===== config.mk =====
export PLATFORM = sky130hd
export DESIGN_NAME = bbo_exec
export DESIGN_NICKNAME = d
export VERILOG_FILES = /design/src/include/bbo_pkg.sv /design/src/verilog/bbo_fmem.sv /design/src/verilog/bbo_alu.sv /design/src/verilog/bbo_exec.sv
export VERILOG_INCLUDE_DIRS = /design/src /design/src/include
export SDC_FILE = /design/constraint.sdc
export NUM_CORES = 1
export LEC_CHECK = 0
export BUFFER_PORTS_ARGS = -buffer_cell sky130_fd_sc_hd__buf_2
export CAP_MARGIN = 20
export CORE_MARGIN = 5
export CORE_UTILIZATION = 55
export DETAILED_ROUTE_END_ITERATION = 6
export PLACE_DENSITY = 0.73
export SYNTH_ARGS = -nofsm -noshare
export SYNTH_HDL_FRONTEND = slang
export SYNTH_SLANG_ARGS = --single-unit

===== constraint.sdc =====
create_clock -name clk -period 9.31 [get_ports clk]
set_input_delay 1.862 -clock clk [delete_from_list [all_inputs] [get_ports clk]]
set_output_delay 1.862 -clock clk [all_outputs]
set_load 0.01 [all_outputs]

===== src/include/bbo_params.svh =====
// constants for the byte and bit operation execute unit
// assumes an 8-bit register address on the avalon-mm slave, word aligned
`ifndef BBO_PARAMS_SVH
`define BBO_PARAMS_SVH

// register byte offsets
`define BBO_OFF_INSTR     8'h00
`define BBO_OFF_ACC       8'h04
`define BBO_OFF_FLAGS     8'h08
`define BBO_OFF_PC        8'h0c
`define BBO_OFF_CTRL      8'h10
`define BBO_OFF_PIN_DIR   8'h14
`define BBO_OFF_STAT      8'h18
`define BBO_OFF_LATCH     8'h1c
`define BBO_OFF_ICOUNT    8'h20
`define BBO_FILE_WIN_BIT  7

// field positions
`define BBO_CTRL_PSA_BIT  0
`define BBO_STAT_BUSY_BIT 0
`define BBO_STAT_SKIP_BIT 1
`define BBO_STAT_PCLD_BIT 2

// reset values
`define BBO_RST_ACC       8'h00
`define BBO_RST_FLAGS     3'h0
`define BBO_RST_PC        9'h000
`define BBO_RST_CTRL      1'h0
`define BBO_RST_DIR       8'hff
`define BBO_RST_LATCH     8'h00
`define BBO_RST_IR        12'h000

// special file addresses
`define BBO_FILE_COUNTER  5'h01
`define BBO_FILE_PCL      5'h02
`define BBO_FILE_IO       5'h06

// opcode patterns
`define BBO_OPC_SUM       6'h07
`define BBO_OPC_AND_REG   6'h05
`define BBO_OPC_ZERO_ACC  12'h040
`define BBO_OPC_AND_IMM   4'he
`define BBO_OPC_BITOP     2'h1
`define BBO_OPC_JUMP      3'h5
`define BBO_OPC_PIN_DIR   12'h006
`define BBO_BIT_CLEAR     2'h0
`define BBO_BIT_SET       2'h1
`define BBO_BIT_SKIP_LOW  2'h2

// timing: one instruction cycle is four oscillator periods of clk
`define BBO_OSC_PER_CYCLE 4
`define BBO_EXEC_PHASE    2'h1

`endif


===== src/include/bbo_pkg.sv =====
// types shared by the execute unit and its decoder
// assumes bbo_params.svh is on the include path
package bbo_pkg;

	typedef enum logic [1:0] {
		CORE_IDLE  = 2'b00,
		CORE_EXEC  = 2'b01,
		CORE_FLUSH = 2'b10
	} bbo_core_t;

	typedef enum logic [1:0] {
		BUS_IDLE = 2'b00,
		BUS_DATA = 2'b01,
		BUS_ACK  = 2'b10
	} bbo_bus_t;

	typedef struct packed {
		logic ripple_out;
		logic nibble_carry;
		logic result_null;
	} bbo_flags_t;

	typedef struct packed {
		logic [7:0] result;
		bbo_flags_t flags;
		bbo_flags_t upd;
		logic       wr_acc;
		logic       wr_file;
		logic       skip;
		logic       pin_dir;
		logic       jump;
	} bbo_alu_out_t;

endpackage


===== src/verilog/bbo_fmem.sv =====
// file register memory: one write port, one read port with registered data
// assumes a single clock; read data valid the cycle after the address
`timescale 1ns/1ps
module bbo_fmem #(
	parameter int DEPTH = 32,
	parameter int WIDTH = 8,
	parameter int AW    = 5
) (
	// clock
	input  wire logic             clk,
	// write port
	input  wire logic             we,
	input  wire logic [AW-1:0]    waddr,
	input  wire logic [WIDTH-1:0] wdata,
	// read port
	input  wire logic [AW-1:0]    raddr,
	output logic      [WIDTH-1:0] rdata_q
);
	logic [WIDTH-1:0] mem [DEPTH];

	// no reset: contents are undefined at power up, as file registers are
	always_ff @(posedge clk) begin
		if (we) begin
			mem[waddr] <= wdata;
		end
		rdata_q <= mem[raddr];
	end
endmodule // bbo_fmem


===== src/verilog/bbo_alu.sv =====
// decoder and arithmetic for the byte and bit operations
// assumes the operand already reflects pin levels for the io group
`timescale 1ns/1ps
`include "bbo_params.svh"
module bbo_alu (
	// operands
	input  wire logic [11:0]          instr,
	input  wire logic [7:0]           acc,
	input  wire logic [7:0]           operand,
	// result
	output bbo_pkg::bbo_alu_out_t     res
);
	import bbo_pkg::*;

	logic [8:0] sum;
	logic [4:0] nib;
	logic [7:0] bmask;
	logic       tbit;

	assign sum   = {1'b0, acc} + {1'b0, operand};
	assign nib   = {1'b0, acc[3:0]} + {1'b0, operand[3:0]};
	assign bmask = 8'h01 << instr[7:5];
	assign tbit  = |(operand & bmask);

	always_comb begin
		res = '0;
		if (instr[11:6] == `BBO_OPC_SUM) begin
			res.result             = sum[7:0];
			res.flags.ripple_out   = sum[8];
			res.flags.nibble_carry = nib[4];
			res.flags.result_null  = (sum[7:0] == 8'h00);
			res.upd                = 3'h7;
			res.wr_acc             = ~instr[5];
			res.wr_file            = instr[5];
		end else if (instr[11:6] == `BBO_OPC_AND_REG) begin
			res.result             = acc & operand;
			res.flags.result_null  = ((acc & operand) == 8'h00);
			res.upd.result_null    = 1'b1;
			res.wr_acc             = ~instr[5];
			res.wr_file            = instr[5];
		end else if (instr[11:8] == `BBO_OPC_AND_IMM) begin
			res.result             = acc & instr[7:0];
			res.flags.result_null  = ((acc & instr[7:0]) == 8'h00);
			res.upd.result_null    = 1'b1;
			res.wr_acc             = 1'b1;
		end else if (instr == `BBO_OPC_ZERO_ACC) begin
			res.result             = 8'h00;
			res.flags.result_null  = 1'b1;
			res.upd.result_null    = 1'b1;
			res.wr_acc             = 1'b1;
		end else if (instr == `BBO_OPC_PIN_DIR) begin
			res.pin_dir            = 1'b1;
		end else if (instr[11:9] == `BBO_OPC_JUMP) begin
			res.jump               = 1'b1;
		end else if (instr[11:10] == `BBO_OPC_BITOP) begin
			case (instr[9:8])
				`BBO_BIT_CLEAR: begin
					res.result  = operand & ~bmask;
					res.wr_file = 1'b1;
				end
				`BBO_BIT_SET: begin
					res.result  = operand | bmask;
					res.wr_file = 1'b1;
				end
				`BBO_BIT_SKIP_LOW: begin
					res.skip    = ~tbit;
				end
				default: begin
					res.skip    = tbit;
				end
			endcase
		end
	end
endmodule // bbo_alu


===== src/verilog/bbo_exec.sv =====
// byte and bit operation execute unit with avalon-mm register access
// assumes clk is the oscillator; software issues one instruction at a time
`timescale 1ns/1ps
`include "bbo_params.svh"
module bbo_exec (
	// clock and reset
	input  wire logic        clk,
	input  wire logic        rst,
	// avalon-mm slave
	input  wire logic [7:0]  avs_address,
	input  wire logic        avs_read,
	input  wire logic        avs_write,
	input  wire logic [31:0] avs_writedata,
	output logic      [31:0] avs_readdata,
	output logic             avs_waitrequest,
	// io pin group
	input  wire logic [7:0]  pin_in,
	output logic      [7:0]  pin_out,
	output logic      [7:0]  pin_oe_n,
	// counter side effect
	output logic             prescaler_clear
);
	import bbo_pkg::*;

	localparam logic [1:0] LAST_PHASE = 2'(`BBO_OSC_PER_CYCLE - 1);

	// bus group
	bbo_bus_t    bus_q, bus_d;
	logic        wait_q, wait_d;
	logic [31:0] rdata_q, rdata_d;
	logic        bus_wr;
	logic [7:0]  bus_off;
	logic        bus_file;
	logic [4:0]  bus_fidx;

	// core group
	bbo_core_t   core_q, core_d;
	logic [1:0]  phase_q, phase_d;
	logic [11:0] ir_q, ir_d;
	logic [7:0]  acc_q, acc_d;
	bbo_flags_t  flags_q, flags_d;
	logic [8:0]  pc_q, pc_d;
	logic        psa_q, psa_d;
	logic [7:0]  dir_q, dir_d;
	logic [7:0]  latch_q, latch_d;
	logic        skip_q, skip_d;
	logic        pcload_q, pcload_d;
	logic        psc_clr_q, psc_clr_d;
	logic [15:0] icount_q, icount_d;

	// datapath
	logic [4:0]   fsel;
	logic [7:0]   operand;
	bbo_alu_out_t alu;
	logic         mem_we;
	logic [4:0]   mem_wa;
	logic [7:0]   mem_wd;
	logic [4:0]   mem_ra;
	logic [7:0]   mem_rdata;

	assign bus_off  = {avs_address[7:2], 2'b00};
	assign bus_file = avs_address[`BBO_FILE_WIN_BIT];
	assign bus_fidx = avs_address[6:2];
	assign fsel     = ir_q[4:0];

	// io group reads the pins, not the latch, so read-modify-write sees pin levels
	assign operand = (fsel == `BBO_FILE_IO)  ? pin_in :
	                 (fsel == `BBO_FILE_PCL) ? pc_q[7:0] :
	                 mem_rdata;

	bbo_alu u_alu (
		.instr   (ir_q),
		.acc     (acc_q),
		.operand (operand),
		.res     (alu)
	);

	bbo_fmem #(
		.DEPTH (32),
		.WIDTH (8),
		.AW    (5)
	) u_fmem (
		.clk     (clk),
		.we      (mem_we),
		.waddr   (mem_wa),
		.wdata   (mem_wd),
		.raddr   (mem_ra),
		.rdata_q (mem_rdata)
	);

	// bus: request taken only while the core is idle, so no write races execution
	always_comb begin
		bus_d   = bus_q;
		wait_d  = 1'b1;
		rdata_d = rdata_q;
		bus_wr  = 1'b0;
		case (bus_q)
			BUS_IDLE: begin
				if ((avs_read || avs_write) && core_q == CORE_IDLE) begin
					bus_d = BUS_DATA;
				end
			end
			BUS_DATA: begin
				bus_wr = avs_write;
				wait_d = 1'b0;
				bus_d  = BUS_ACK;
				if (avs_read) begin
					rdata_d = 32'h0000_0000;
					if (bus_file) begin
						rdata_d[7:0] = mem_rdata;
					end else begin
						case (bus_off)
							`BBO_OFF_INSTR:   rdata_d[11:0] = ir_q;
							`BBO_OFF_ACC:     rdata_d[7:0]  = acc_q;
							`BBO_OFF_FLAGS:   rdata_d[2:0]  = flags_q;
							`BBO_OFF_PC:      rdata_d[8:0]  = pc_q;
							`BBO_OFF_CTRL:    rdata_d[`BBO_CTRL_PSA_BIT] = psa_q;
							`BBO_OFF_PIN_DIR: rdata_d[7:0]  = dir_q;
							`BBO_OFF_STAT: begin
								rdata_d[`BBO_STAT_BUSY_BIT] = (core_q != CORE_IDLE);
								rdata_d[`BBO_STAT_SKIP_BIT] = skip_q;
								rdata_d[`BBO_STAT_PCLD_BIT] = pcload_q;
							end
							`BBO_OFF_LATCH:   rdata_d[7:0]  = latch_q;
							`BBO_OFF_ICOUNT:  rdata_d[15:0] = icount_q;
							default:          rdata_d       = 32'h0000_0000;
						endcase
					end
				end
			end
			BUS_ACK: begin
				bus_d = BUS_IDLE;
			end
			default: begin
				bus_d = BUS_IDLE;
			end
		endcase
	end

	always_ff @(posedge clk or posedge rst) begin
		if (rst) begin
			bus_q   <= BUS_IDLE;
			wait_q  <= 1'b1;
			rdata_q <= 32'h0000_0000;
		end else begin
			bus_q   <= bus_d;
			wait_q  <= wait_d;
			rdata_q <= rdata_d;
		end
	end

	// core: four clocks per instruction cycle, decode result applied in phase 1
	always_comb begin
		core_d    = core_q;
		phase_d   = phase_q;
		ir_d      = ir_q;
		acc_d     = acc_q;
		flags_d   = flags_q;
		pc_d      = pc_q;
		psa_d     = psa_q;
		dir_d     = dir_q;
		latch_d   = latch_q;
		skip_d    = skip_q;
		pcload_d  = pcload_q;
		psc_clr_d = 1'b0;
		icount_d  = icount_q;
		mem_we    = 1'b0;
		mem_wa    = fsel;
		mem_wd    = alu.result;
		mem_ra    = (core_q == CORE_IDLE) ? bus_fidx : fsel;
		case (core_q)
			CORE_IDLE: begin
				if (bus_wr && bus_file) begin
					mem_we = 1'b1;
					mem_wa = bus_fidx;
					mem_wd = avs_writedata[7:0];
				end else if (bus_wr) begin
					case (bus_off)
						`BBO_OFF_INSTR: begin
							ir_d     = avs_writedata[11:0];
							core_d   = CORE_EXEC;
							phase_d  = 2'h0;
							skip_d   = 1'b0;
							pcload_d = 1'b0;
						end
						`BBO_OFF_ACC:   acc_d   = avs_writedata[7:0];
						`BBO_OFF_FLAGS: flags_d = bbo_flags_t'(avs_writedata[2:0]);
						`BBO_OFF_PC:    pc_d    = avs_writedata[8:0];
						`BBO_OFF_CTRL:  psa_d   = avs_writedata[`BBO_CTRL_PSA_BIT];
						`BBO_OFF_LATCH: latch_d = avs_writedata[7:0];
						default: begin
							// read-only and unmapped offsets ignore writes
						end
					endcase
				end
			end
			CORE_EXEC: begin
				phase_d = phase_q + 2'h1;
				if (phase_q == `BBO_EXEC_PHASE) begin
					if (alu.wr_acc) begin
						acc_d = alu.result;
					end
					// only the flags the operation owns change
					flags_d = bbo_flags_t'((flags_q & ~alu.upd) | (alu.flags & alu.upd));
					if (alu.skip) begin
						skip_d = 1'b1;
					end
					if (alu.pin_dir) begin
						dir_d = acc_q;
					end
					if (alu.jump) begin
						// the jump carries all nine bits, so bit 8 is not forced
						pc_d     = ir_q[8:0];
						pcload_d = 1'b1;
					end
					if (alu.wr_file) begin
						case (fsel)
							`BBO_FILE_PCL: begin
								pc_d     = {1'b0, alu.result};
								pcload_d = 1'b1;
							end
							`BBO_FILE_IO: begin
								latch_d = alu.result;
							end
							default: begin
								mem_we = 1'b1;
							end
						endcase
						if (fsel == `BBO_FILE_COUNTER && psa_q) begin
							psc_clr_d = 1'b1;
						end
					end
				end
				if (phase_q == LAST_PHASE) begin
					if (!pcload_q) begin
						pc_d = pc_q + 9'h001;
					end
					icount_d = icount_q + 16'h0001;
					core_d   = (skip_q || pcload_q) ? CORE_FLUSH : CORE_IDLE;
					phase_d  = 2'h0;
				end
			end
			CORE_FLUSH: begin
				// the prefetched word is dropped; this cycle is a no-operation
				phase_d = phase_q + 2'h1;
				if (phase_q == LAST_PHASE) begin
					if (skip_q) begin
						pc_d = pc_q + 9'h001;
					end
					core_d  = CORE_IDLE;
					phase_d = 2'h0;
				end
			end
			default: begin
				core_d  = CORE_IDLE;
				phase_d = 2'h0;
			end
		endcase
	end

	always_ff @(posedge clk or posedge rst) begin
		if (rst) begin
			core_q    <= CORE_IDLE;
			phase_q   <= 2'h0;
			ir_q      <= `BBO_RST_IR;
			acc_q     <= `BBO_RST_ACC;
			flags_q   <= bbo_flags_t'(`BBO_RST_FLAGS);
			pc_q      <= `BBO_RST_PC;
			psa_q     <= `BBO_RST_CTRL;
			dir_q     <= `BBO_RST_DIR;
			latch_q   <= `BBO_RST_LATCH;
			skip_q    <= 1'b0;
			pcload_q  <= 1'b0;
			psc_clr_q <= 1'b0;
			icount_q  <= 16'h0000;
		end else begin
			core_q    <= core_d;
			phase_q   <= phase_d;
			ir_q      <= ir_d;
			acc_q     <= acc_d;
			flags_q   <= flags_d;
			pc_q      <= pc_d;
			psa_q     <= psa_d;
			dir_q     <= dir_d;
			latch_q   <= latch_d;
			skip_q    <= skip_d;
			pcload_q  <= pcload_d;
			psc_clr_q <= psc_clr_d;
			icount_q  <= icount_d;
		end
	end

	assign avs_readdata    = rdata_q;
	assign avs_waitrequest = wait_q;
	assign pin_out         = latch_q;
	assign pin_oe_n        = dir_q;
	assign prescaler_clear = psc_clr_q;
endmodule // bbo_exec


==> results.md <==
- Status: complete, no violations
- EDFF count, synth: 256
- First-pass GRT wire length: 67400 um
- Slew HR: 30.7%
- Clock Tree Buf Depth: 3
- Syn Area/Cell: 13.7 um^2
- Most frequent cells in the layout: 256 x edfxtp_1, 149 x nand2_1, 84 x mux4_2, 82 x dfrtp_1, 75 x nor2_1
- Pleak: 6.85 nW
- Final nets: 1350
- Post-CTS Hold Buffers: 0
- DP Area: 0.0175 mm^2
- Clock Latency Late Sink: 0.55 ns
- Netlist Area Pre-Place: 0.0168 mm^2
- Register area share after synthesis: 60.2%
- Clk pin slew, worst setup/hold paths: 0.06 ns
- Number of top-level pins: 102
- Initial antenna violation count: 2
- Root Buffer: clkbuf_16
- Main synth FF type: edfxtp_1
- Cell taking the most area after synthesis: edfxtp_1
- Pwr dens: 236 mW/mm^2
- WL/cell: 26.0 um
- Hold Path Stages: 2
- Num CTS Buffers: 38
- Max Fclk: 204 MHz
- Htree depth: 2
- Critical path type: primary input to flop
- Distinct cells, synth: 82
- DIE HEIGHT: 185 um
- # DRC: 0
- FFs w/ async S/R, synth: 25.6%
- Min Clock Period, post-route: 4.90 ns
- Slew Viols, Final: 0
- Die W: 185 um
- Hpwl dp: 29500 um
- Fin. Hold Viols: 0
- Grt ovf: 0
- CP max FO: 14
- Fin util: 61.9%
- Share of the synthesized area in the top cell type: 45.7%
- Setup_tns: 0 ns
- Area of the core: 0.0304 mm^2
- Final wirelength: 44400 um
- Num Clock Sinks: 355
- Gates resized, CTS repair: 0
- Avg Vias per Cell: 6.60
- Largest cells by area after synthesis: edfxtp_1 46%, dfrtp_1 12%, mux4_2 11%, nand2_1 3.3%, mux2_2 2.3%
- Share of layout cells above drive strength 1: 23.1%
- TritonCTS clock tree: done
- Total power: 0.00444 W
- Layout Skew: 0.0257 ns
- Largest net degree at the start of global routing: 73
- WHS: 0.470 ns
- Hold crit path type: flop to flop
- Fin crit share: 52.7%
- GPL Wtd Cong: 0.979
- Starting Density: 55.3%
- Vias after detailed routing: 11300
- Synth warn: 0
- Worst Tran Pin Value: 1.03 ns
- Port Buffers: 63
- Final Cell Area: 0.0188 mm^2
- R2R depth: 7
- FF+latch count, synth: 355
- Worst EP required: 9.47 ns
- Vias in the first global route: 10900
- First DRT Iteration DRCs: 1379
- Endpoints failing setup: 0
- Setup Buffers After CTS: 0
- CP endpoint kind: flop
- TritonRoute pass-1 iters: 6
- Row cnt: 64
- Worst vdd ir: 0.165 mV
- Commonest non-fill, non-tap cell in the layout: edfxtp_1
- Post-route ant nets: 0
- Arrival time worst endpoint: 5.06 ns
- RSZ-0062 raised after global routing: no
- Worst setup SP type: primary input
- GRT Overall Usage: 26.1%
- Mapped Cells: 1227
- Max cap viols: 0
- Die Area: 0.0342 mm^2
- P&R area growth vs syn: 11.9%
[path summary, 6_finish.rpt]
kind | from | to | slack (ns)
setup / recovery | avs_address[7] | u_fmem.mem[18][1] | 4.41
hold / removal | avs_readdata[15] | avs_readdata[15] | 0.47
setup reg to reg | core_q[0] | u_fmem.mem[18][1] | 4.74
hold reg to reg | avs_readdata[15] | avs_readdata[15] | 0.47
max in group asynchronous | rst | pc_q[2] | 6.77
min in group asynchronous | rst | avs_readdata[5] | 1.27
[critical path, stage by stage]
cell      delay [ns]
buf_2           0.29
nand3_1         0.14
nor2_1          0.79
mux2i_1         0.90
nand2b_1        0.29
nor2_1          0.76
[final cells by class]
class	count	area, um^2
fillers	2250	11600
flip-flops and latches	355	10100
multi-input cells	773	6260
clock buffers	47	985
repair buffers	90	569
well taps	396	495
clock inverters	21	285
inverters	23	87.6
diodes	2	5.00
[Yosys cell counts, drive strengths merged, types with 23 or more instances]
cell type / number
buf: 48
o21ai: 58
nand2: 149
mux2i: 26
dfrtp: 82
clkbuf: 43
nor2: 76
a21oi: 34
edfxtp: 256
mux2: 35
mux4: 84
nand3: 23
[power breakdown]
group / total [W] / internal, W / leakage [nW] / switching [W]
sequential: 0.00203 / 0.00185 / 3.59 / 0.000177
combinational: 0.000886 / 0.000363 / 2.66 / 0.000523
clock: 0.00153 / 0.000901 / 0.594 / 0.000625
total: 0.00444 / 0.00312 / 6.85 / 0.00132
[logic make-up (layout without fill, tap and decap cells)]
| group | after synthesis | count (layout) | synth area share, % |
|---|---|---|---|
| AND/OR/NAND/NOR | 368 | 368 | 10.7 |
| flip-flops | 355 | 355 | 60.2 |
| multiplexers | 145 | 145 | 15.2 |
| AO/OA/AOI/OAI | 207 | 207 | 8.26 |
| other | 1 | 18 | 0.0223 |
| XOR/XNOR | 20 | 20 | 1.04 |
| buffers and inverters | 114 | 181 | 3.29 |
| adder cells (fa/ha/maj) | 17 | 17 | 1.31 |
[metal layers]
layer | global-route usage, % | vias to the layer above | wire length [um]
li1 | - | 4807 | -
met1 | 37.2 | 5628 | 17200
met2 | 41.1 | 705 | 21100
met3 | 4.50 | 127 | 4590
met4 | 9.04 | 0 | 1520
met5 | 0 | - | 0
[state kept, by name, indices dropped and copies added (netlist names), named ones only]
| name | count |
|---|---|
| pc_q | 9 |
| pcload_q | 1 |
| phase_q | 2 |
| u_fmem.mem | 256 |
| psa_q | 1 |
| acc_q | 8 |
| u_fmem.rdata_q | 8 |
| icount_q | 16 |
| prescaler_clear | 1 |
| skip_q | 1 |
| avs_readdata | 16 |
| pin_oe_n | 8 |
| bus_q | 2 |
| avs_waitrequest | 1 |
| core_q | 2 |
| pin_out | 8 |
| ir_q | 12 |
[stage by stage]
| stage | worst slack [ns] | std cells |
|---|---|---|
| final | 4.41 | 1707 |
| after detailed placement | 3.82 | 1633 |
| after global placement | 3.93 | 1632 |
| after floorplan | 4.05 | 1242 |
| after global routing | 4.30 | 1707 |
| after CTS | 4.28 | 1701 |
No activity file was read; power rests on OpenSTA's default activity.
